--- src/rtl/ssw_pkg.sv ---
// constants of the supply supervisor and watchdog
// assumes a single 50 MHz reference clock; all times derive from it
package ssw_pkg;

    localparam int unsigned CLK_HZ        = 32'h02FA_F080; // 50 MHz
    localparam int unsigned CLK_PERIOD_NS = 32'h0000_0014; // 20 ns
    localparam int unsigned NS_PER_US     = 32'h0000_03E8;
    localparam int unsigned US_PER_MS     = 32'h0000_03E8;
    localparam int unsigned HZ_PER_MHZ    = 32'h000F_4240;

    localparam int unsigned RST_HOLD_MS   = 32'h0000_0082; // 130 ms
    localparam int unsigned WD_TIMEOUT_MS = 32'h0000_03E8; // 1 s
    localparam int unsigned WARN_MIN_US   = 32'h0000_00C8; // 200 us
    localparam int unsigned SENSE_FILT_US = 32'h0000_0005; // 5 us
    localparam int unsigned PB_DEB_NS     = 32'h0000_0096; // 150 ns

    localparam int unsigned CYC_PER_US     = CLK_HZ / HZ_PER_MHZ;
    // roughly 5 us of persistence, rounded down
    localparam int unsigned SENSE_FILT_CYC = (SENSE_FILT_US * NS_PER_US) / CLK_PERIOD_NS;
    // least time, rounded up
    localparam int unsigned PB_DEB_CYC     = (PB_DEB_NS + CLK_PERIOD_NS - 1) / CLK_PERIOD_NS;

    // synchroniser reset: supply low, button released, sense not below reference, kick high
    localparam logic [3:0] SYNC_RST = 4'hB;
    localparam int unsigned SY_SUPPLY = 0;
    localparam int unsigned SY_PB     = 1;
    localparam int unsigned SY_SENSE  = 2;
    localparam int unsigned SY_KICK   = 3;

    typedef enum logic [1:0] {
        WD_IDLE = 2'h0,
        WD_RUN  = 2'h1,
        WD_EXP  = 2'h3
    } ssw_wd_state_t;

endpackage

--- src/rtl/ssw_tick_if.sv ---
// timebase ticks passed from the divider to the supervisor
// both ends run on ref_clk
`timescale 1ns/1ps
`default_nettype none
interface ssw_tick_if;
    logic tick_us;
    logic tick_ms;
    modport src (output tick_us, output tick_ms);
    modport dst (input tick_us, input tick_ms);
endinterface
`default_nettype wire

--- src/rtl/ssw_top.sv ---
// supply supervisor: reset generator, pushbutton debounce, power-fail warning, watchdog
// assumes analog comparators deliver supply_low and sense_below_ref as async levels
//
// Overview of operation
// - supply comparator reporting low asserts reset at once
// - after supply recovers, reset stays asserted at least 130 ms
// - pushbutton input is active low and debounced before use
// - debounced press asserts reset; 130 ms hold starts on release
// - sense below reference gives one low warning pulse of at least 200 us
// - sense must stay low about 5 us before a warning pulse
// - no warning pulse while supply is still below its trip level
// - watchdog counter idles while reset is asserted
// - each falling kick edge before expiry restarts the full timeout
// - watchdog expires after about 1 s without a falling kick edge
// - on expiry the expired output goes low at least 130 ms
// - reset available active low and active high, same condition
`timescale 1ns/1ps
`default_nettype none
module ssw_top #(
    parameter int unsigned CYC_PER_US     = ssw_pkg::CYC_PER_US,
    parameter int unsigned RST_HOLD_MS    = ssw_pkg::RST_HOLD_MS,
    parameter int unsigned WD_TIMEOUT_MS  = ssw_pkg::WD_TIMEOUT_MS,
    parameter int unsigned WARN_MIN_US    = ssw_pkg::WARN_MIN_US,
    parameter int unsigned SENSE_FILT_CYC = ssw_pkg::SENSE_FILT_CYC,
    parameter int unsigned PB_DEB_CYC     = ssw_pkg::PB_DEB_CYC
) (
    input  wire logic ref_clk,
    input  wire logic arst_n,
    input  wire logic supply_low,
    input  wire logic pushbutton_reset_n,
    input  wire logic sense_below_ref,
    input  wire logic watchdog_kick_n,
    output var  logic reset_out_n,
    output var  logic reset_out,
    output var  logic power_fail_warn_n,
    output var  logic watchdog_expired_n
);
    // one extra tick absorbs the partial first tick period, so the minimum holds
    localparam int unsigned HOLD_LOAD = RST_HOLD_MS + 1;
    localparam int unsigned WARN_LOAD = WARN_MIN_US + 1;
    localparam int unsigned HW = $clog2(HOLD_LOAD + 1);
    localparam int unsigned UW = $clog2(WARN_LOAD + 1);
    localparam int unsigned FW = $clog2(SENSE_FILT_CYC + 1);
    localparam int unsigned WW = $clog2(WD_TIMEOUT_MS + 1);
    localparam int unsigned DW = $clog2(PB_DEB_CYC + 1);

    typedef struct packed {
        logic [3:0]            s1;
        logic [3:0]            s2;
        logic                  kick_d;
        logic                  pb_deb_n;
        logic [DW-1:0]         deb_cnt;
        logic [FW-1:0]         filt_cnt;
        logic [UW-1:0]         warn_cnt;
        logic [HW-1:0]         hold_cnt;
        ssw_pkg::ssw_wd_state_t wd_st;
        logic [WW-1:0]         wd_cnt;
        logic [HW-1:0]         exp_cnt;
        logic                  rst_n;
        logic                  rst;
        logic                  warn_n;
        logic                  exp_n;
    } ssw_state_t;

    localparam ssw_state_t ST_RESET = '{
        s1:       ssw_pkg::SYNC_RST,
        s2:       ssw_pkg::SYNC_RST,
        kick_d:   1'h1,
        pb_deb_n: 1'h1,
        wd_st:    ssw_pkg::WD_IDLE,
        rst_n:    1'h0,
        rst:      1'h1,
        warn_n:   1'h1,
        exp_n:    1'h1,
        default:  '0
    };

    ssw_state_t st_ff;
    ssw_state_t nxt_st;
    logic       cause;
    logic       fire;
    logic       kick_fall;

    ssw_tick_if tk ();

    ssw_timebase #(
        .CYC_PER_US (CYC_PER_US),
        .US_PER_MS  (ssw_pkg::US_PER_MS)
    ) u_timebase (
        .ref_clk (ref_clk),
        .arst_n  (arst_n),
        .tk      (tk)
    );

    always_comb begin
        nxt_st = st_ff;
        nxt_st.s1 = {watchdog_kick_n, sense_below_ref, pushbutton_reset_n, supply_low};
        nxt_st.s2 = st_ff.s1;

        if (st_ff.s2[ssw_pkg::SY_PB] == st_ff.pb_deb_n) begin
            nxt_st.deb_cnt = '0;
        end else if (st_ff.deb_cnt == DW'(PB_DEB_CYC - 1)) begin
            nxt_st.deb_cnt = '0;
            nxt_st.pb_deb_n = st_ff.s2[ssw_pkg::SY_PB];
        end else begin
            nxt_st.deb_cnt = st_ff.deb_cnt + 1'h1;
        end

        cause = st_ff.s2[ssw_pkg::SY_SUPPLY] | ~st_ff.pb_deb_n;
        if (cause) begin
            nxt_st.hold_cnt = HW'(HOLD_LOAD);
        end else if (tk.tick_ms && st_ff.hold_cnt != '0) begin
            nxt_st.hold_cnt = st_ff.hold_cnt - 1'h1;
        end
        nxt_st.rst = cause | (st_ff.hold_cnt != '0);
        nxt_st.rst_n = ~nxt_st.rst;

        // persistence filter; held clear while supply low so a late pulse still comes
        if (!st_ff.s2[ssw_pkg::SY_SENSE] || st_ff.s2[ssw_pkg::SY_SUPPLY]) begin
            nxt_st.filt_cnt = '0;
        end else if (st_ff.filt_cnt != FW'(SENSE_FILT_CYC)) begin
            nxt_st.filt_cnt = st_ff.filt_cnt + 1'h1;
        end
        // supply gate; one pulse per low episode since the filter saturates
        fire = st_ff.s2[ssw_pkg::SY_SENSE] && (st_ff.filt_cnt == FW'(SENSE_FILT_CYC - 1))
               && !st_ff.s2[ssw_pkg::SY_SUPPLY];
        if (fire) begin
            nxt_st.warn_cnt = UW'(WARN_LOAD);
        end else if (tk.tick_us && st_ff.warn_cnt != '0) begin
            nxt_st.warn_cnt = st_ff.warn_cnt - 1'h1;
        end
        nxt_st.warn_n = ~(fire | (st_ff.warn_cnt != '0));

        nxt_st.kick_d = st_ff.s2[ssw_pkg::SY_KICK];
        kick_fall = st_ff.kick_d & ~st_ff.s2[ssw_pkg::SY_KICK];

        unique case (st_ff.wd_st)
            ssw_pkg::WD_IDLE: begin
                nxt_st.wd_cnt = '0;
                if (!st_ff.rst) begin
                    nxt_st.wd_st = ssw_pkg::WD_RUN;
                end
            end
            ssw_pkg::WD_RUN: begin
                if (st_ff.rst) begin
                    nxt_st.wd_st = ssw_pkg::WD_IDLE;
                    nxt_st.wd_cnt = '0;
                end else if (kick_fall) begin
                    nxt_st.wd_cnt = '0;
                end else if (tk.tick_ms) begin
                    if (st_ff.wd_cnt == WW'(WD_TIMEOUT_MS)) begin
                        nxt_st.wd_st = ssw_pkg::WD_EXP;
                        nxt_st.wd_cnt = '0;
                        nxt_st.exp_cnt = HW'(HOLD_LOAD);
                    end else begin
                        nxt_st.wd_cnt = st_ff.wd_cnt + 1'h1;
                    end
                end
            end
            ssw_pkg::WD_EXP: begin
                // expired pulse length; kicks are ignored meanwhile
                if (st_ff.exp_cnt == '0) begin
                    nxt_st.wd_st = ssw_pkg::WD_RUN;
                end else if (tk.tick_ms) begin
                    nxt_st.exp_cnt = st_ff.exp_cnt - 1'h1;
                end
            end
            default: begin
                // unused code: fall back to idle
                nxt_st.wd_st = ssw_pkg::WD_IDLE;
                nxt_st.wd_cnt = '0;
            end
        endcase
        nxt_st.exp_n = (nxt_st.wd_st != ssw_pkg::WD_EXP);
    end

    always_ff @(posedge ref_clk or negedge arst_n) begin
        if (!arst_n) begin
            st_ff <= ST_RESET;
        end else begin
            st_ff <= nxt_st;
        end
    end

    assign reset_out_n        = st_ff.rst_n;
    assign reset_out          = st_ff.rst;
    assign power_fail_warn_n  = st_ff.warn_n;
    assign watchdog_expired_n = st_ff.exp_n;
endmodule // ssw_top
`default_nettype wire

--- src/rtl/ssw_timebase.sv ---
// divider producing one-cycle microsecond and millisecond enables
// assumes ref_clk at the package rate
`timescale 1ns/1ps
`default_nettype none
module ssw_timebase #(
    parameter int unsigned CYC_PER_US = ssw_pkg::CYC_PER_US,
    parameter int unsigned US_PER_MS  = ssw_pkg::US_PER_MS
) (
    input  wire logic   ref_clk,
    input  wire logic   arst_n,
    ssw_tick_if.src     tk
);
    localparam int unsigned CW = $clog2(CYC_PER_US + 1);
    localparam int unsigned MW = $clog2(US_PER_MS + 1);

    typedef struct packed {
        logic [CW-1:0] cyc;
        logic [MW-1:0] us;
        logic          tick_us;
        logic          tick_ms;
    } ssw_tb_state_t;

    ssw_tb_state_t st_ff;
    ssw_tb_state_t nxt_st;

    always_comb begin
        nxt_st = st_ff;
        nxt_st.tick_us = 1'h0;
        nxt_st.tick_ms = 1'h0;
        if (st_ff.cyc == CW'(CYC_PER_US - 1)) begin
            nxt_st.cyc = '0;
            nxt_st.tick_us = 1'h1;
            if (st_ff.us == MW'(US_PER_MS - 1)) begin
                nxt_st.us = '0;
                nxt_st.tick_ms = 1'h1;
            end else begin
                nxt_st.us = st_ff.us + 1'h1;
            end
        end else begin
            nxt_st.cyc = st_ff.cyc + 1'h1;
        end
    end

    always_ff @(posedge ref_clk or negedge arst_n) begin
        if (!arst_n) begin
            st_ff <= '0;
        end else begin
            st_ff <= nxt_st;
        end
    end

    assign tk.tick_us = st_ff.tick_us;
    assign tk.tick_ms = st_ff.tick_ms;
endmodule // ssw_timebase
`default_nettype wire

--- config.mk ---
export PLATFORM = sky130hd
export DESIGN_NAME = ssw_top
export DESIGN_NICKNAME = d
export VERILOG_FILES = /design/src/rtl/ssw_pkg.sv /design/src/rtl/ssw_tick_if.sv /design/src/rtl/ssw_top.sv /design/src/rtl/ssw_timebase.sv
export SDC_FILE = /design/constraint.sdc
export NUM_CORES = 1
export LEC_CHECK = 0
export ABC_AREA = 1
export BUFFER_PORTS_ARGS = -buffer_cell sky130_fd_sc_hd__buf_4
export CELL_PAD_IN_SITES_DETAIL_PLACEMENT = 0
export CELL_PAD_IN_SITES_GLOBAL_PLACEMENT = 1
export CORE_AREA = 3 3 100 102
export CTS_CLUSTER_DIAMETER = 200
export DETAILED_ROUTE_END_ITERATION = 7
export DIE_AREA = 0 0 103 105
export PLACE_DENSITY_LB_ADDON = 0.1
export SLEW_MARGIN = 15
export SYNTH_ARGS = -nofsm -noshare
export SYNTH_HDL_FRONTEND = slang
export SYNTH_SLANG_ARGS = --single-unit
--- constraint.sdc ---
create_clock -name ref_clk -period 1.75 [get_ports ref_clk]
set_clock_uncertainty 0.1 [all_clocks]
set_input_delay 0.2625 -clock ref_clk [delete_from_list [all_inputs] [get_ports ref_clk]]
set_output_delay 0.2625 -clock ref_clk [all_outputs]
set_load 0.005 [all_outputs]
---- Word-level counts from Yosys, hierarchy flattened ----
Index checks and enable logic that the tools add are counted.
Widths: inputs -> output; s select.
word-level totals
  word-level logic and storage cells ...... 100
  flip-flop bits (word level) ............. 80
  output and inout port bits .............. 4
operators by class
  eq/ne operators ......................... 17
  multiplexer cells ....................... 28
  $add $sub $neg .......................... 8
  bitwise gates (word level) .............. 10
  reduce and logical (&&, ||, !) cells .... 18
operators by type and width
  kind                   number
  $mux 8                 11
  $mux 10                3
  $sub 8x1->8 const B    3
  $add 10x1->10 const B  2
  $eq 10x10->1 const B   2
  $mux 20                1
  $pmux 10 s2            1
  $pmux 8 s2             1
  $reduce_bool 8->1      2
  $mux 12                1
  $mux 2                 5
  $ne 2x2->1 const B     5
  $add 8x1->8 const B    1
  $eq 8x8->1 const B     1
  $logic_not 8->1        1
  $mux 4                 2
  $ne 8x8->1 const B     1
  $reduce_bool 2->1      4
  $reduce_and 7->1       1
  $add 6x1->6 const B    1
  $eq 6x6->1 const B     1
  $mux 6                 1
  $not 1->1              6
  $pmux 2 s3             1
  15 further kinds       23

---- Logic depth before layout (Yosys ltp) ----
Gate-level depths: netlist of the first run.
  depth in word-level cells ............... 7
  gate-level depth with buffers ........... 10
  gate-level depth less buffers ........... 10

---- By module ----
Synthesis of the first run repeated with hierarchy kept, for this count alone.
unflattened totals
  cells, all modules ...................... 498
  area total of the unflattened synthesis .. 4122.7 um^2
modules (own cells, without submodules)
  module        area an instance (um^2)  times used  cells each
  ssw_top       3168.0                   1           375
  ssw_timebase  954.7                    1           123

---- Worst setup path before layout of the first run ----
Ideal clock, no wire load.
  path kind ............................... register -> register
  start ................................... reg st_ff[12] in the netlist's numbering
  end ..................................... reg st_ff[21] in the netlist's numbering
  cell stages (with the launch flop) ...... 10
  library setup time ...................... 0.117 ns
  arrival ................................. 1.239 ns
  path buffers ............................ 0
  setup slack ............................. 0.294 ns
  path through ............................ dfrtp_1 -> inv_1 -> ha_1 -> nand2_1 -> nor2_2 -> nand3_2 -> nand2_2 -> nand2_2 -> nand2_1 -> nor2_1
on the way
  word-level cells in the longest chain between the ends .. 6
  elaborated cells on any way between the ends .. 7
RTL lines
  element                                        line                            RTL
  start, declared                                ssw_top.sv:78                   ssw_state_t st_ff;
  start signal, assigned                         ssw_top.sv:181                  st_ff <= nxt_st;
  $add 10x1->10 or $eq 10x10->1 (tied branches)  ssw_top.sv:156, ssw_top.sv:151
  $mux 10 *                                      ssw_top.sv:151                  if (st_ff.wd_cnt == WW'(WD_TIMEOUT_MS)) begin
  $mux 20 *                                      ssw_top.sv:150                  end else if (tk.tick_ms) begin
  $mux 10 *                                      ssw_top.sv:148                  end else if (kick_fall) begin
  $mux 12 *                                      ssw_top.sv:145                  if (st_ff.rst) begin
  $pmux 10 s2 *                                  ssw_top.sv:137                  unique case (st_ff.wd_st)
Mark *: on every way between the ends. The rest lies on a longest branch, timed or not. The select of a mux whose other input is x is not followed.
A chain may end at the register's enable or synchronous reset.

---- Worst setup path in the final report of the first run ----
  start ................................... reg st_ff[24] in the netlist's numbering
  end ..................................... reg st_ff[26] in the netlist's numbering
on the way
  word-level cells in the longest chain between the ends .. 3
  elaborated cells on any way between the ends .. 6
RTL lines
  element                                           line                            RTL
  $sub 8x1->8 or $reduce_bool 8->1 (tied branches)  ssw_top.sv:113, ssw_top.sv:112
  $mux 8 or $logic_and 1x1->1 (tied branches)       ssw_top.sv:112                  end else if (tk.tick_ms && st_ff.hold_cnt != '0) begin
  $mux 8 or $reduce_bool 2->1 (tied branches)       -
Parallel ways exist; a longest one is shown, timed or not. The select of a mux whose other input is x is not followed.

==> impl_metrics.sql, run 1 <==
INSERT INTO impl_metrics (metric_group, metric, value, unit) VALUES
('finish', 'synthToLayoutAreaGrowth', '12.8', '%'),
('sta', 'finalMaxSlewViolations', '0', ''),
('routing', 'drt-vias-per-instance', '4.90', ''),
('critical_path', 'crit-reg2reg-capture', 'st_ff[26]', ''),
('clock_network', 'post-cts-setup-buffers', '0', ''),
('critical_path', 'setup.worst_path.end_class', 'register', ''),
('critical_path', 'path_cells', 'inv_1 > ha_1 > nand4_1 > nor2_2 > nor2_2 > nand3_1 > o21ai_0', ''),
('sta', 'unrepaired_setup_endpoints_after_global_routing', 'false', ''),
('critical_path', 'critPathRequiredTime', '1910', 'ps'),
('global_routing', 'grt.met2_usage', '24.4', '%'),
('clock_network', 'max-clock-path-buffers', '2', ''),
('critical_path', 'timing.critical_path.from_type', 'register', ''),
('run_status', 'status', 'complete, no violations', ''),
('clock_network', 'path_clk_slew', '90', 'ps'),
('synth', 'netlist_instances', '535', ''),
('floorplan', 'die_height', '105', 'um'),
('routing', 'post-route-drc-count', '0', ''),
('critical_path', 'worst_stage_delay_on_the_critical_path', '390', 'ps'),
('placed_design', 'place.detailed.instances', '659', ''),
('placed_design', 'gp_congestion', '0.835', ''),
('clock_network', 'cts_root_buffer', 'sky130_fd_sc_hd__clkbuf_8', ''),
('clock_network', 'cts_tree', 'built', ''),
('clock_network', 'htreeDepth', '3', ''),
('global_routing', 'grt_start_max_net_pins', '34', ''),
('clock_network', 'clock_insertion_delay_worst_skew', '350', 'ps'),
('sta', 'timing.final.setup_violations', '0', ''),
('sta', 'min_period_over_period', '91.0', '%'),
('floorplan', 'standard_cell_row_count', '35', ''),
('synth', 'syn_area_per_cell', '8.09', 'sq um'),
('global_routing', 'gr-usage-met1', '24.6', '%'),
('synth', 'synth-seq-cells', '80', ''),
('synth', 'netlist.top_cell.by_area', 'sky130_fd_sc_hd__dfrtp_1', ''),
('global_routing', 'grt_use_met3', '3.20', '%'),
('global_routing', 'grt_pass1_wl', '14500', 'um'),
('power_and_ir_drop', 'power_leakage', '2.44', 'nW'),
('sta', 'max_clock_freq', '628', 'MHz'),
('routing', 'route.vias.total', '3335', ''),
('placed_design', 'hpwl', '5960', 'um'),
('finish', 'most-common-layout-cells', '113 x sky130_fd_sc_hd__nand2_1, 82 x sky130_fd_sc_hd__inv_1, 69 x sky130_fd_sc_hd__dfrtp_1', ''),
('finish', 'antenna_cells_inserted', '0', ''),
('global_routing', 'busiest_layer', 'met1', ''),
('global_routing', 'number_of_antenna_violations_at_the_first_check_in_global_routing', '0', ''),
('global_routing', 'global_route.usage.total', '16.4', '%'),
('job', 'maxCapViolations', '0', ''),
('floorplan', 'die_area', '10800', 'sq um'),
('finish', 'drive_above_1_share', '14.8', '%'),
('sta', 'tightest_slew', '404', 'ps'),
('critical_path', 'worst_path_max_fanout', '5', ''),
('critical_path', 'path_class', 'reg2reg', ''),
('synth', 'synthesis.nets', '554', ''),
('synth', 'synthesis.area', '4330', 'sq um'),
('critical_path', 'critical-path-slowest-cell', 'sky130_fd_sc_hd__dfrtp_1', ''),
('sta', 'timing.final.crit_period', '1590', 'ps'),
('routing', 'detail_route.first_pass.iterations', '4', ''),
('critical_path', 'setup.reg_to_reg.worst_slack', '160', 'ps'),
('finish', 'final_core_util', '53.1', '%'),
('routing', 'postRouteWirelength', '8040', 'um'),
('clock_network', 'cts_made_buffers', '9', ''),
('floorplan', 'coreArea', '9200', 'sq um'),
('floorplan', 'ioPinCount', '10', ''),
('critical_path', 'worst_r2r_path_depth', '7', ''),
('sta', 'fin_tns_setup', '0', 'ps'),
('global_routing', 'vias_in_the_first_global_route', '3208', ''),
('critical_path', 'critical_path.endpoint', 'st_ff[26]', ''),
('power_and_ir_drop', 'ir_worst_vdd', '0.436', 'mV'),
('power_and_ir_drop', 'power', '3.76', 'mW'),
('critical_path', 'critical_path_arrival', '1750', 'ps'),
('critical_path', 'rr_startpoint', 'st_ff[24]', ''),
('routing', 'drt-wirelength-per-cell', '11.8', 'um'),
('sta', 'headroom_to_the_max_slew_limit', '73.0', '%'),
('power_and_ir_drop', 'cellPowerDensity', '769', 'nW/um^2');
## worst max-delay path: cells and delay by family, from the launching register on
kind,cells,cell delay [ps]
AOI/OAI and AO/OA,1,100
adders and majority gates,1,240
buffers and inverters,1,90
DFF,1,390
and+or+nand+nor,4,590
## metrics by stage
stage               instance area, sq um  setup slack [ps]  hold WS (ps)
floorplan                           4330               294          -133
CTS                                 4870               101           192
finish                              4880               158           206
global route                        4880              3.78           213
global placement                    4590               149          26.0
detailed placement                  4590               135          24.7
## cell usage after synthesis (all sizes together)
library cell  number
nor3              14
nor4               1
o21bai             1
inv               88
ha                13
nor3b              5
buf                4
nand4             18
a211oi             1
nand2            121
a31oi              1
xor2              13
o21ai             38
nand3b             5
xnor2              3
dfstp             11
and3               1
dfrtp             69
o211ai             1
nand3             43
a21oi             13
nor2              71
## flip-flops by register name (all words and copies together), names as in the netlist
signal and cells:
st_ff 53, u_timebase.tk.tick_ms 1, u_timebase.st_ff 16, power_fail_warn_n 1
nxt_st 5, u_timebase.tk.tick_us 1, reset_out 1, watchdog_expired_n 1
reset_out_n 1
## per-layer routing
metal / share of wire [%] / vias to the layer above / wire, um
li1: - / 1764 / -
met1: 52 / 1535 / 4180
met2: 45 / 29 / 3580
met3: 2.4 / 7 / 193
met4: 1.1 / 0 / 85
met5: 0 / - / 0
## report_power, final
group / internal (mW) / total [mW] / switching, mW
combinational: 0.0923 / 0.254 / 0.161
clock: 0.847 / 1.54 / 0.693
sequential: 1.92 / 1.96 / 0.0434
total: 2.86 / 3.76 / 0.898
## what timing repair did
item	CTS	global route
gates resized for setup	0	3
hold buffers	5	0
endpoints found under the hold margin	75	0
endpoints found under the setup margin	0	8
## cells by family (layout without fill, tap and decap cells)
group                      Yosys count  count (layout)  share of synthesized area, %
and+or+nand+nor                    279             279                          30.7
buffers and inverters               92             126                          8.15
DFF                                 80              80                          46.5
AOI/OAI and AO/OA                   55              55                          7.60
xor gates and xnor gates            16              16                          3.24
adders and majority gates           13              13                          3.76
## worst min path at each step
stage / endpoint / depth (start not counted) / slack (ps) / start
2_1_floorplan: nxt_st[56] / 0 / -130 / arst_n
3_3_place_gp: st_ff[31] / 1 / 30 / arst_n
3_5_place_dp: st_ff[31] / 1 / 20 / arst_n
4_1_cts: st_ff[31] / 2 / 190 / arst_n
5_1_grt: st_ff[31] / 2 / 210 / arst_n
6_report: st_ff[31] / 2 / 210 / arst_n
## layout make-up
type | instances | area, sq um
sequential | 80 | 2020
inverter | 88 | 333
multi-input combinational | 363 | 1980
clock inverter | 6 | 92.6
fill | 866 | 4310
tap | 111 | 139
timing repair buffer | 22 | 190
clock buffer | 10 | 138
Power figures use the tool's default switching activity.
==> run 2, diff against run 1 <==
Settings changed: RECOVER_POWER from default to 50.
==> run 2 against run 1 <==
Net effect:
- clock power about the same
- die area unchanged
- via count about the same
- largest power group unchanged
- highest routed layer unchanged
==> impl_metrics.sql, run 2 (synthesized netlist as in run 1, its figures left out) <==
INSERT INTO impl_metrics (metric_group, metric, value, unit) VALUES
('critical_path', 'critPathRequiredTime', '1910', 'ps'),
('global_routing', 'vias_in_the_first_global_route', '3208', ''),
('clock_network', 'path_clk_slew', '80', 'ps'),
('clock_network', 'cts_root_buffer', 'sky130_fd_sc_hd__clkbuf_8', ''),
('clock_network', 'cts_made_buffers', '9', ''),
('power_and_ir_drop', 'cellPowerDensity', '769', 'nW/um^2'),
('placed_design', 'placed_cell_area', '4590', 'sq um'),
('sta', 'max_clock_freq', '628', 'MHz'),
('floorplan', 'floorplan.initialDensity', '47.1', '%'),
('finish', 'final_core_util', '53.0', '%'),
('global_routing', 'grt_overflow_total', '0', ''),
('sta', 'final-hold-violation-count', '0', ''),
('finish', 'drive_above_1_share', '14.4', '%'),
('finish', 'max_flop_register', 'st_ff', ''),
('sta', 'tightest_slew', '792', 'ps'),
('global_routing', 'global_route.usage.total', '16.4', '%'),
('global_routing', 'grt_pass1_wl', '14500', 'um'),
('critical_path', 'setup.reg_to_reg.worst_slack', '160', 'ps'),
('critical_path', 'critical_path.endpoint', 'st_ff[26]', ''),
('critical_path', 'timing.critical_path.from', 'st_ff[24]', ''),
('finish', 'finish.cell_count_without_fillers', '680', ''),
('finish', 'largest_register_ffs', '53', ''),
('clock_network', 'max-clock-path-buffers', '2', ''),
('sta', 'finalMaxSlewViolations', '0', ''),
('floorplan', 'die_height', '105', 'um'),
('routing', 'detail_route.iter0.violations', '91', ''),
('critical_path', 'worst_r2r_path_depth', '7', ''),
('critical_path', 'critical_path_arrival', '1750', 'ps'),
('routing', 'detail_route.first_pass.iterations', '4', ''),
('critical_path', 'worst_path_max_fanout', '5', ''),
('floorplan', 'die_area', '10800', 'sq um'),
('routing', 'drt-vias-per-instance', '4.90', ''),
('clock_network', 'htreeDepth', '3', ''),
('critical_path', 'rr_startpoint', 'st_ff[24]', ''),
('sta', 'timing.final.crit_period', '1590', 'ps'),
('critical_path', 'timing.critical_path.from_type', 'register', ''),
('placed_design', 'gp_congestion', '0.835', ''),
('critical_path', 'setup.worst_path.end_class', 'register', ''),
('run_status', 'status', 'complete, no violations', ''),
('sta', 'min_period_over_period', '91.0', '%'),
('floorplan', 'coreArea', '9200', 'sq um'),
('finish', 'final_common_cell', 'sky130_fd_sc_hd__nand2_1', ''),
('power_and_ir_drop', 'power_leakage', '2.43', 'nW'),
('placed_design', 'numPortBuffers', '9', ''),
('finish', 'antenna_cells_inserted', '0', ''),
('floorplan', 'chipWidth', '103', 'um'),
('placed_design', 'hpwl', '5960', 'um'),
('sta', 'timing.final.setup_violations', '0', ''),
('routing', 'drt-wirelength-per-cell', '11.8', 'um'),
('finish', 'fill_cells', '864', ''),
('clock_network', 'post-cts-setup-buffers', '0', ''),
('floorplan', 'ioPinCount', '10', ''),
('sta', 'fin_tns_setup', '0', 'ps'),
('clock_network', 'cts_tree', 'built', ''),
('power_and_ir_drop', 'power', '3.75', 'mW'),
('sta', 'hold_ws', '252', 'ps'),
('sta', 'headroom_to_the_max_slew_limit', '47.2', '%'),
('critical_path', 'crit-reg2reg-capture', 'st_ff[26]', ''),
('floorplan', 'standard_cell_row_count', '35', ''),
('finish', 'finish.net_count', '583', ''),
('finish', 'synthToLayoutAreaGrowth', '12.7', '%'),
('job', 'maxCapViolations', '0', ''),
('routing', 'post-route-drc-count', '0', ''),
('sta', 'final_worst_setup_slack', '158', 'ps'),
('routing', 'route.vias.total', '3334', ''),
('hold_path', 'timing.hold.worst.class', 'reg2reg', ''),
('critical_path', 'path_class', 'reg2reg', ''),
('routing', 'postRouteAntennaNets', '0', ''),
('finish', 'most-common-layout-cells', '113 x sky130_fd_sc_hd__nand2_1, 82 x sky130_fd_sc_hd__inv_1, 69 x sky130_fd_sc_hd__dfrtp_1', ''),
('sta', 'unrepaired_setup_endpoints_after_global_routing', 'false', ''),
('global_routing', 'number_of_antenna_violations_at_the_first_check_in_global_routing', '0', ''),
('placed_design', 'pre_cts_ws', '135', 'ps'),
('clock_network', 'numClockSinks', '80', ''),
('clock_network', 'clock_insertion_delay_worst_skew', '350', 'ps'),
('power_and_ir_drop', 'ir_worst_vdd', '0.436', 'mV'),
('placed_design', 'place.detailed.instances', '659', ''),
('global_routing', 'grt_start_max_net_pins', '34', ''),
('finish', 'finalInstanceArea', '4880', 'sq um'),
('routing', 'postRouteWirelength', '8030', 'um');
## run 2: layout make-up
| type | count | area (sq um) | share of cell area, % |
|---|---|---|---|
| multi-input cells | 363 | 1980 | 40.5 |
| clock buffers | 10 | 138 | 2.82 |
| flip-flops and latches | 80 | 2020 | 41.3 |
| repair buffers | 22 | 184 | 3.77 |
| clock inverters | 6 | 92.6 | 1.90 |
| well taps | 111 | 139 | 2.85 |
| inverters | 88 | 333 | 6.82 |
## run 2: critical path, cell delays in order (launching register included)
cell and delay, ps:
sky130_fd_sc_hd__dfrtp_1 390, sky130_fd_sc_hd__inv_1 90, sky130_fd_sc_hd__ha_1 240, sky130_fd_sc_hd__nand4_1 140, sky130_fd_sc_hd__nor2_2 70, sky130_fd_sc_hd__nor2_2 260
sky130_fd_sc_hd__nand3_1 120, sky130_fd_sc_hd__o21ai_0 100
## run 2: worst min path at each step
stage,from,end,depth (start not counted)
3_3_place_gp,arst_n,st_ff[31],1
5_1_grt,nxt_st[54],st_ff[54],0
6_report,nxt_st[56],st_ff[56],0
4_1_cts,arst_n,st_ff[31],2
3_5_place_dp,arst_n,st_ff[31],1
2_1_floorplan,arst_n,nxt_st[56],0
## run 2: metal layers
layer | global-route usage, % | vias up | routed length [um]
li1 | - | 1764 | -
met1 | 24.6 | 1534 | 4180
met2 | 24.4 | 29 | 3580
met3 | 3.20 | 7 | 193
met4 | 3.79 | 0 | 85
met5 | 0 | - | 0
## run 2: power breakdown
part / internal (mW) / switching, mW
Clock: 0.847 / 0.693
Sequential: 1.92 / 0.0433
Combinational: 0.0899 / 0.161
Total: 2.86 / 0.897
## run 2: what timing repair did
action,4_1_cts,5_1_grt
hold buffers,5,0
endpoints found under the setup margin,0,8
hold endpoints to repair,75,0
resized for setup,0,3
==> run 3, diff against run 2 <==
Settings changed: CORE_AREA 3 3 100 102 to 3 3 98 100, DIE_AREA 0 0 103 105 to 0 0 101 103, SYNTH_HIERARCHICAL from default to 1.
==> run 3 against run 2 <==
Net effect:
- power rose by 0.76%
- combinational power increased by 5%
- worst hold slack is essentially flat
- final cell count is 5.7% lower
- global-route usage is 0.74 points lower
- final area down 4.0%
- largest power group unchanged
- synthesized cell count is 6.9% lower
- wire length decreased by 8.0%
- via count decreased by 5.8%
==> impl_metrics.sql, run 3 <==
INSERT INTO impl_metrics (metric_group, metric, value, unit) VALUES
('sta', 'final-hold-violation-count', '0', ''),
('clock_network', 'path_clk_slew', '90', 'ps'),
('sta', 'headroom_to_the_max_slew_limit', '55.6', '%'),
('critical_path', 'worst_path_max_fanout', '7', ''),
('power_and_ir_drop', 'swShare', '23.1', '%'),
('synth', 'post_synth_most_frequent_cells', '116 x sky130_fd_sc_hd__nand2_1, 69 x sky130_fd_sc_hd__dfrtp_1, 64 x sky130_fd_sc_hd__nor2_1, 62 x sky130_fd_sc_hd__inv_1, 34 x sky130_fd_sc_hd__nand3_1', ''),
('synth', 'synth.most_common_cell', 'sky130_fd_sc_hd__nand2_1', ''),
('floorplan', 'coreArea', '8760', 'sq um'),
('hold_path', 'worst_hold_path.endpoint', 'st_ff[56]', ''),
('critical_path', 'timing.critical_path.from_type', 'register', ''),
('global_routing', 'vias_in_the_first_global_route', '2983', ''),
('synth', 'synth_edf_count', '0', ''),
('power_and_ir_drop', 'power.share.sequential', '52.0', '%'),
('floorplan', 'standard_cell_row_count', '34', ''),
('clock_network', 'htreeDepth', '3', ''),
('placed_design', 'pre_cts_ws', '66.6', 'ps'),
('run_status', 'status', 'complete, no violations', ''),
('global_routing', 'grt_overflow_total', '0', ''),
('global_routing', 'number_of_antenna_violations_at_the_first_check_in_global_routing', '0', ''),
('floorplan', 'ioPinCount', '10', ''),
('routing', 'post-route-drc-count', '0', ''),
('finish', 'largest_register_ffs', '53', ''),
('global_routing', 'grt_pass1_wl', '13200', 'um'),
('clock_network', 'numClockSinks', '80', ''),
('hold_path', 'timing.hold.worst.class', 'reg2reg', ''),
('synth', 'synthArstFlopShare', '100', '%'),
('synth', 'synthesis.area', '4120', 'sq um'),
('finish', 'synthToLayoutAreaGrowth', '13.6', '%'),
('global_routing', 'global_route.usage.total', '15.7', '%'),
('power_and_ir_drop', 'ir_worst_vdd', '0.456', 'mV'),
('critical_path', 'crit-reg2reg-capture', 'st_ff[30]', ''),
('placed_design', 'hpwl', '5330', 'um'),
('placed_design', 'numPortBuffers', '9', ''),
('sta', 'timing.final.crit_period', '1630', 'ps'),
('floorplan', 'chipWidth', '101', 'um'),
('power_and_ir_drop', 'internal_power', '2.91', 'mW'),
('clock_network', 'cts_made_buffers', '9', ''),
('finish', 'antenna_cells_inserted', '0', ''),
('power_and_ir_drop', 'cellPowerDensity', '808', 'nW/um^2'),
('finish', 'max_flop_register', 'st_ff', ''),
('routing', 'detail_route.iter0.violations', '73', ''),
('sta', 'min_period_over_period', '93.4', '%'),
('clock_network', 'cts_root_buffer', 'sky130_fd_sc_hd__clkbuf_8', ''),
('clock_network', 'clock_insertion_delay_worst_skew', '340', 'ps'),
('critical_path', 'path_cells', 'inv_1 > ha_1 > nand3_2 > inv_1 > nand4_2 > o21ai_4 > o21ai_0', ''),
('synth', 'syn_area_per_cell', '8.28', 'sq um'),
('routing', 'postRouteWirelength', '7400', 'um'),
('routing', 'dr.max_layer_used', 'met4', ''),
('critical_path', 'setup.reg_to_reg.worst_slack', '120', 'ps'),
('finish', 'fill_cells', '819', ''),
('clock_network', 'cts_tree', 'built', ''),
('finish', 'drive_above_1_share', '14.6', '%'),
('critical_path', 'worst_stage_delay_on_the_critical_path', '390', 'ps'),
('placed_design', 'gp_congestion', '0.817', ''),
('routing', 'route.vias.total', '3141', ''),
('critical_path', 'critical_path_arrival', '1760', 'ps'),
('power_and_ir_drop', 'total_switching_power', '0.872', 'mW'),
('routing', 'postRouteAntennaNets', '0', ''),
('sta', 'final_worst_setup_slack', '116', 'ps'),
('routing', 'drt-vias-per-instance', '4.90', ''),
('critical_path', 'worst_r2r_path_depth', '7', ''),
('synth', 'netlist.top_cell.by_area', 'sky130_fd_sc_hd__dfrtp_1', ''),
('job', 'maxCapViolations', '0', ''),
('routing', 'detail_route.first_pass.iterations', '4', ''),
('sta', 'finalMaxSlewViolations', '0', ''),
('critical_path', 'setup.worst_path.end_class', 'register', ''),
('power_and_ir_drop', 'power', '3.78', 'mW'),
('finish', 'most-common-layout-cells', '116 x sky130_fd_sc_hd__nand2_1, 69 x sky130_fd_sc_hd__dfrtp_1, 64 x sky130_fd_sc_hd__nor2_1', ''),
('routing', 'drt-wirelength-per-cell', '11.5', 'um'),
('finish', 'finish.net_count', '548', ''),
('routing', 'wl_met2', '3400', 'um'),
('synth', 'synth_largest_type_area_fraction', '41.9', '%'),
('floorplan', 'die_height', '103', 'um'),
('hold_path', 'holdPathStages', '0', ''),
('routing', 'met1Wirelength', '3750', 'um'),
('hold_path', 'worst_hold_path_startpoint', 'nxt_st[56]', ''),
('sta', 'tightest_slew', '666', 'ps'),
('synth', 'postSynth.topFlopCell', 'sky130_fd_sc_hd__dfrtp_1', ''),
('synth', 'synth.yosys.seq_area_share', '48.9', '%'),
('synth', 'synth.area.top_cells', 'sky130_fd_sc_hd__dfrtp_1 42%, sky130_fd_sc_hd__nand2_1 11%, sky130_fd_sc_hd__dfstp_2 7.0%', ''),
('synth', 'synthesis.nets', '518', ''),
('finish', 'final_common_cell', 'sky130_fd_sc_hd__nand2_1', ''),
('synth', 'netlist_instances', '498', ''),
('clock_network', 'max-clock-path-buffers', '2', ''),
('critical_path', 'path_class', 'reg2reg', ''),
('synth', 'yosysWarnings', '6', ''),
('synth', 'yosysUniqueCellTypes', '36', ''),
('power_and_ir_drop', 'p_comb_share', '6.9', '%'),
('floorplan', 'die_area', '10400', 'sq um'),
('sta', 'max_clock_freq', '612', 'MHz'),
('critical_path', 'rr_startpoint', 'st_ff[24]', ''),
('power_and_ir_drop', 'power_leakage', '2.31', 'nW'),
('sta', 'timing.final.setup_violations', '0', ''),
('routing', 'dr_wl_met3', '177', 'um'),
('power_and_ir_drop', 'clock_power_share', '41.0', '%'),
('synth', 'synth-seq-cells', '80', ''),
('global_routing', 'grt_start_max_net_pins', '41', ''),
('critical_path', 'critical_path.most_common_cell', 'sky130_fd_sc_hd__inv_1', ''),
('critical_path', 'critical-path-slowest-cell', 'sky130_fd_sc_hd__dfrtp_1', ''),
('floorplan', 'floorplan.initialDensity', '47.0', '%'),
('critical_path', 'critPathRequiredTime', '1880', 'ps');
run 3: changes by cell type after synthesis, moves of 5 or more:
cell / before / now
sky130_fd_sc_hd__inv_2: 5 / 10
sky130_fd_sc_hd__a21oi_1: 11 / 16
sky130_fd_sc_hd__nand3_1: 42 / 34
sky130_fd_sc_hd__o21ai_0: 29 / 14
sky130_fd_sc_hd__nor2_1: 58 / 64
sky130_fd_sc_hd__inv_1: 82 / 62
sky130_fd_sc_hd__nor2_2: 9 / 4
sky130_fd_sc_hd__nand4_1: 16 / 11
sky130_fd_sc_hd__o21ai_1: 5 / 12
run 3: kinds of logic (layout without fill, tap and decap cells):
family	count (synthesis)	in the layout	synth area share, %
and+or+nand+nor	259	260	28.7
DFF	80	80	48.9
buffers and inverters	75	109	7.22
AOI/OAI and AO/OA	50	50	6.65
xor gates and xnor gates	19	19	4.04
adders and majority gates	14	14	4.25
muxes	1	1	0.243
run 3: repair_timing:
action                                  CTS  global route
gates resized for setup                   0             7
hold endpoints to repair                 25             0
buffers inserted                          0             0
hold buffers                              5             0
endpoints found under the setup margin    0            18
run 3: stage by stage:
stage	util (%)	instance area, sq um	setup TNS, ps	cells	hold slack, ps
2_1_floorplan	-	4120	0	498	-133
3_3_place_gp	49.8	4360	0	619	98.9
3_5_place_dp	49.8	4360	0	619	104
4_1_cts	53.0	4640	0	640	253
5_1_grt	53.4	4680	-14.3	641	263
6_report	53.4	4680	0	641	252
run 3: power by group through the flow:
stage / logic (mW) / registers [mW] / clock network, mW
2_1_floorplan: 0.157 / 1.99 / 0
3_3_place_gp: 0.257 / 2.00 / 0
3_5_place_dp: 0.260 / 2.00 / 0
4_1_cts: 0.270 / 1.97 / 1.60
5_1_grt: 0.314 / 1.98 / 1.68
6_report: 0.263 / 1.97 / 1.55
run 3: worst max-delay path by stage:
stage               slack [ps]      start        end  cells past startpoint
floorplan                  290  st_ff[24]  st_ff[31]                      7
finish                     120  st_ff[24]  st_ff[30]                      7
CTS                         30   st_ff[4]   st_ff[8]                      9
global route                -8  st_ff[32]  st_ff[35]                      8
detailed placement          70   st_ff[4]   st_ff[8]                      9
global placement           110  st_ff[12]   st_ff[9]                      9
run 3: final cells by class:
cell class / instances / area [sq um] / area share, %
clock buffers: 12 / 155 / 3.31
multi-input cells: 344 / 1850 / 39.6
well taps: 108 / 135 / 2.89
clock inverters: 4 / 76.3 / 1.63
inverters: 72 / 270 / 5.77
flip-flops and latches: 80 / 2020 / 43.1
repair buffers: 21 / 178 / 3.79
run 3: metal layers:
| metal | vias up | track usage (%) |
|---|---|---|
| li1 | 1644 | - |
| met1 | 1461 | 21.0 |
| met2 | 31 | 25.4 |
| met3 | 5 | 3.18 |
| met4 | 0 | 5.52 |
| met5 | - | 0 |
run 3: critical path: cells and delay by family (launching register included):
family                   cells  cell delay (ps)
buffers and inverters        2              200
adder cells (fa/ha/maj)      1              250
flip-flops                   1              390
AND/OR/NAND/NOR              2              310
AO/OA/AOI/OAI                2              270
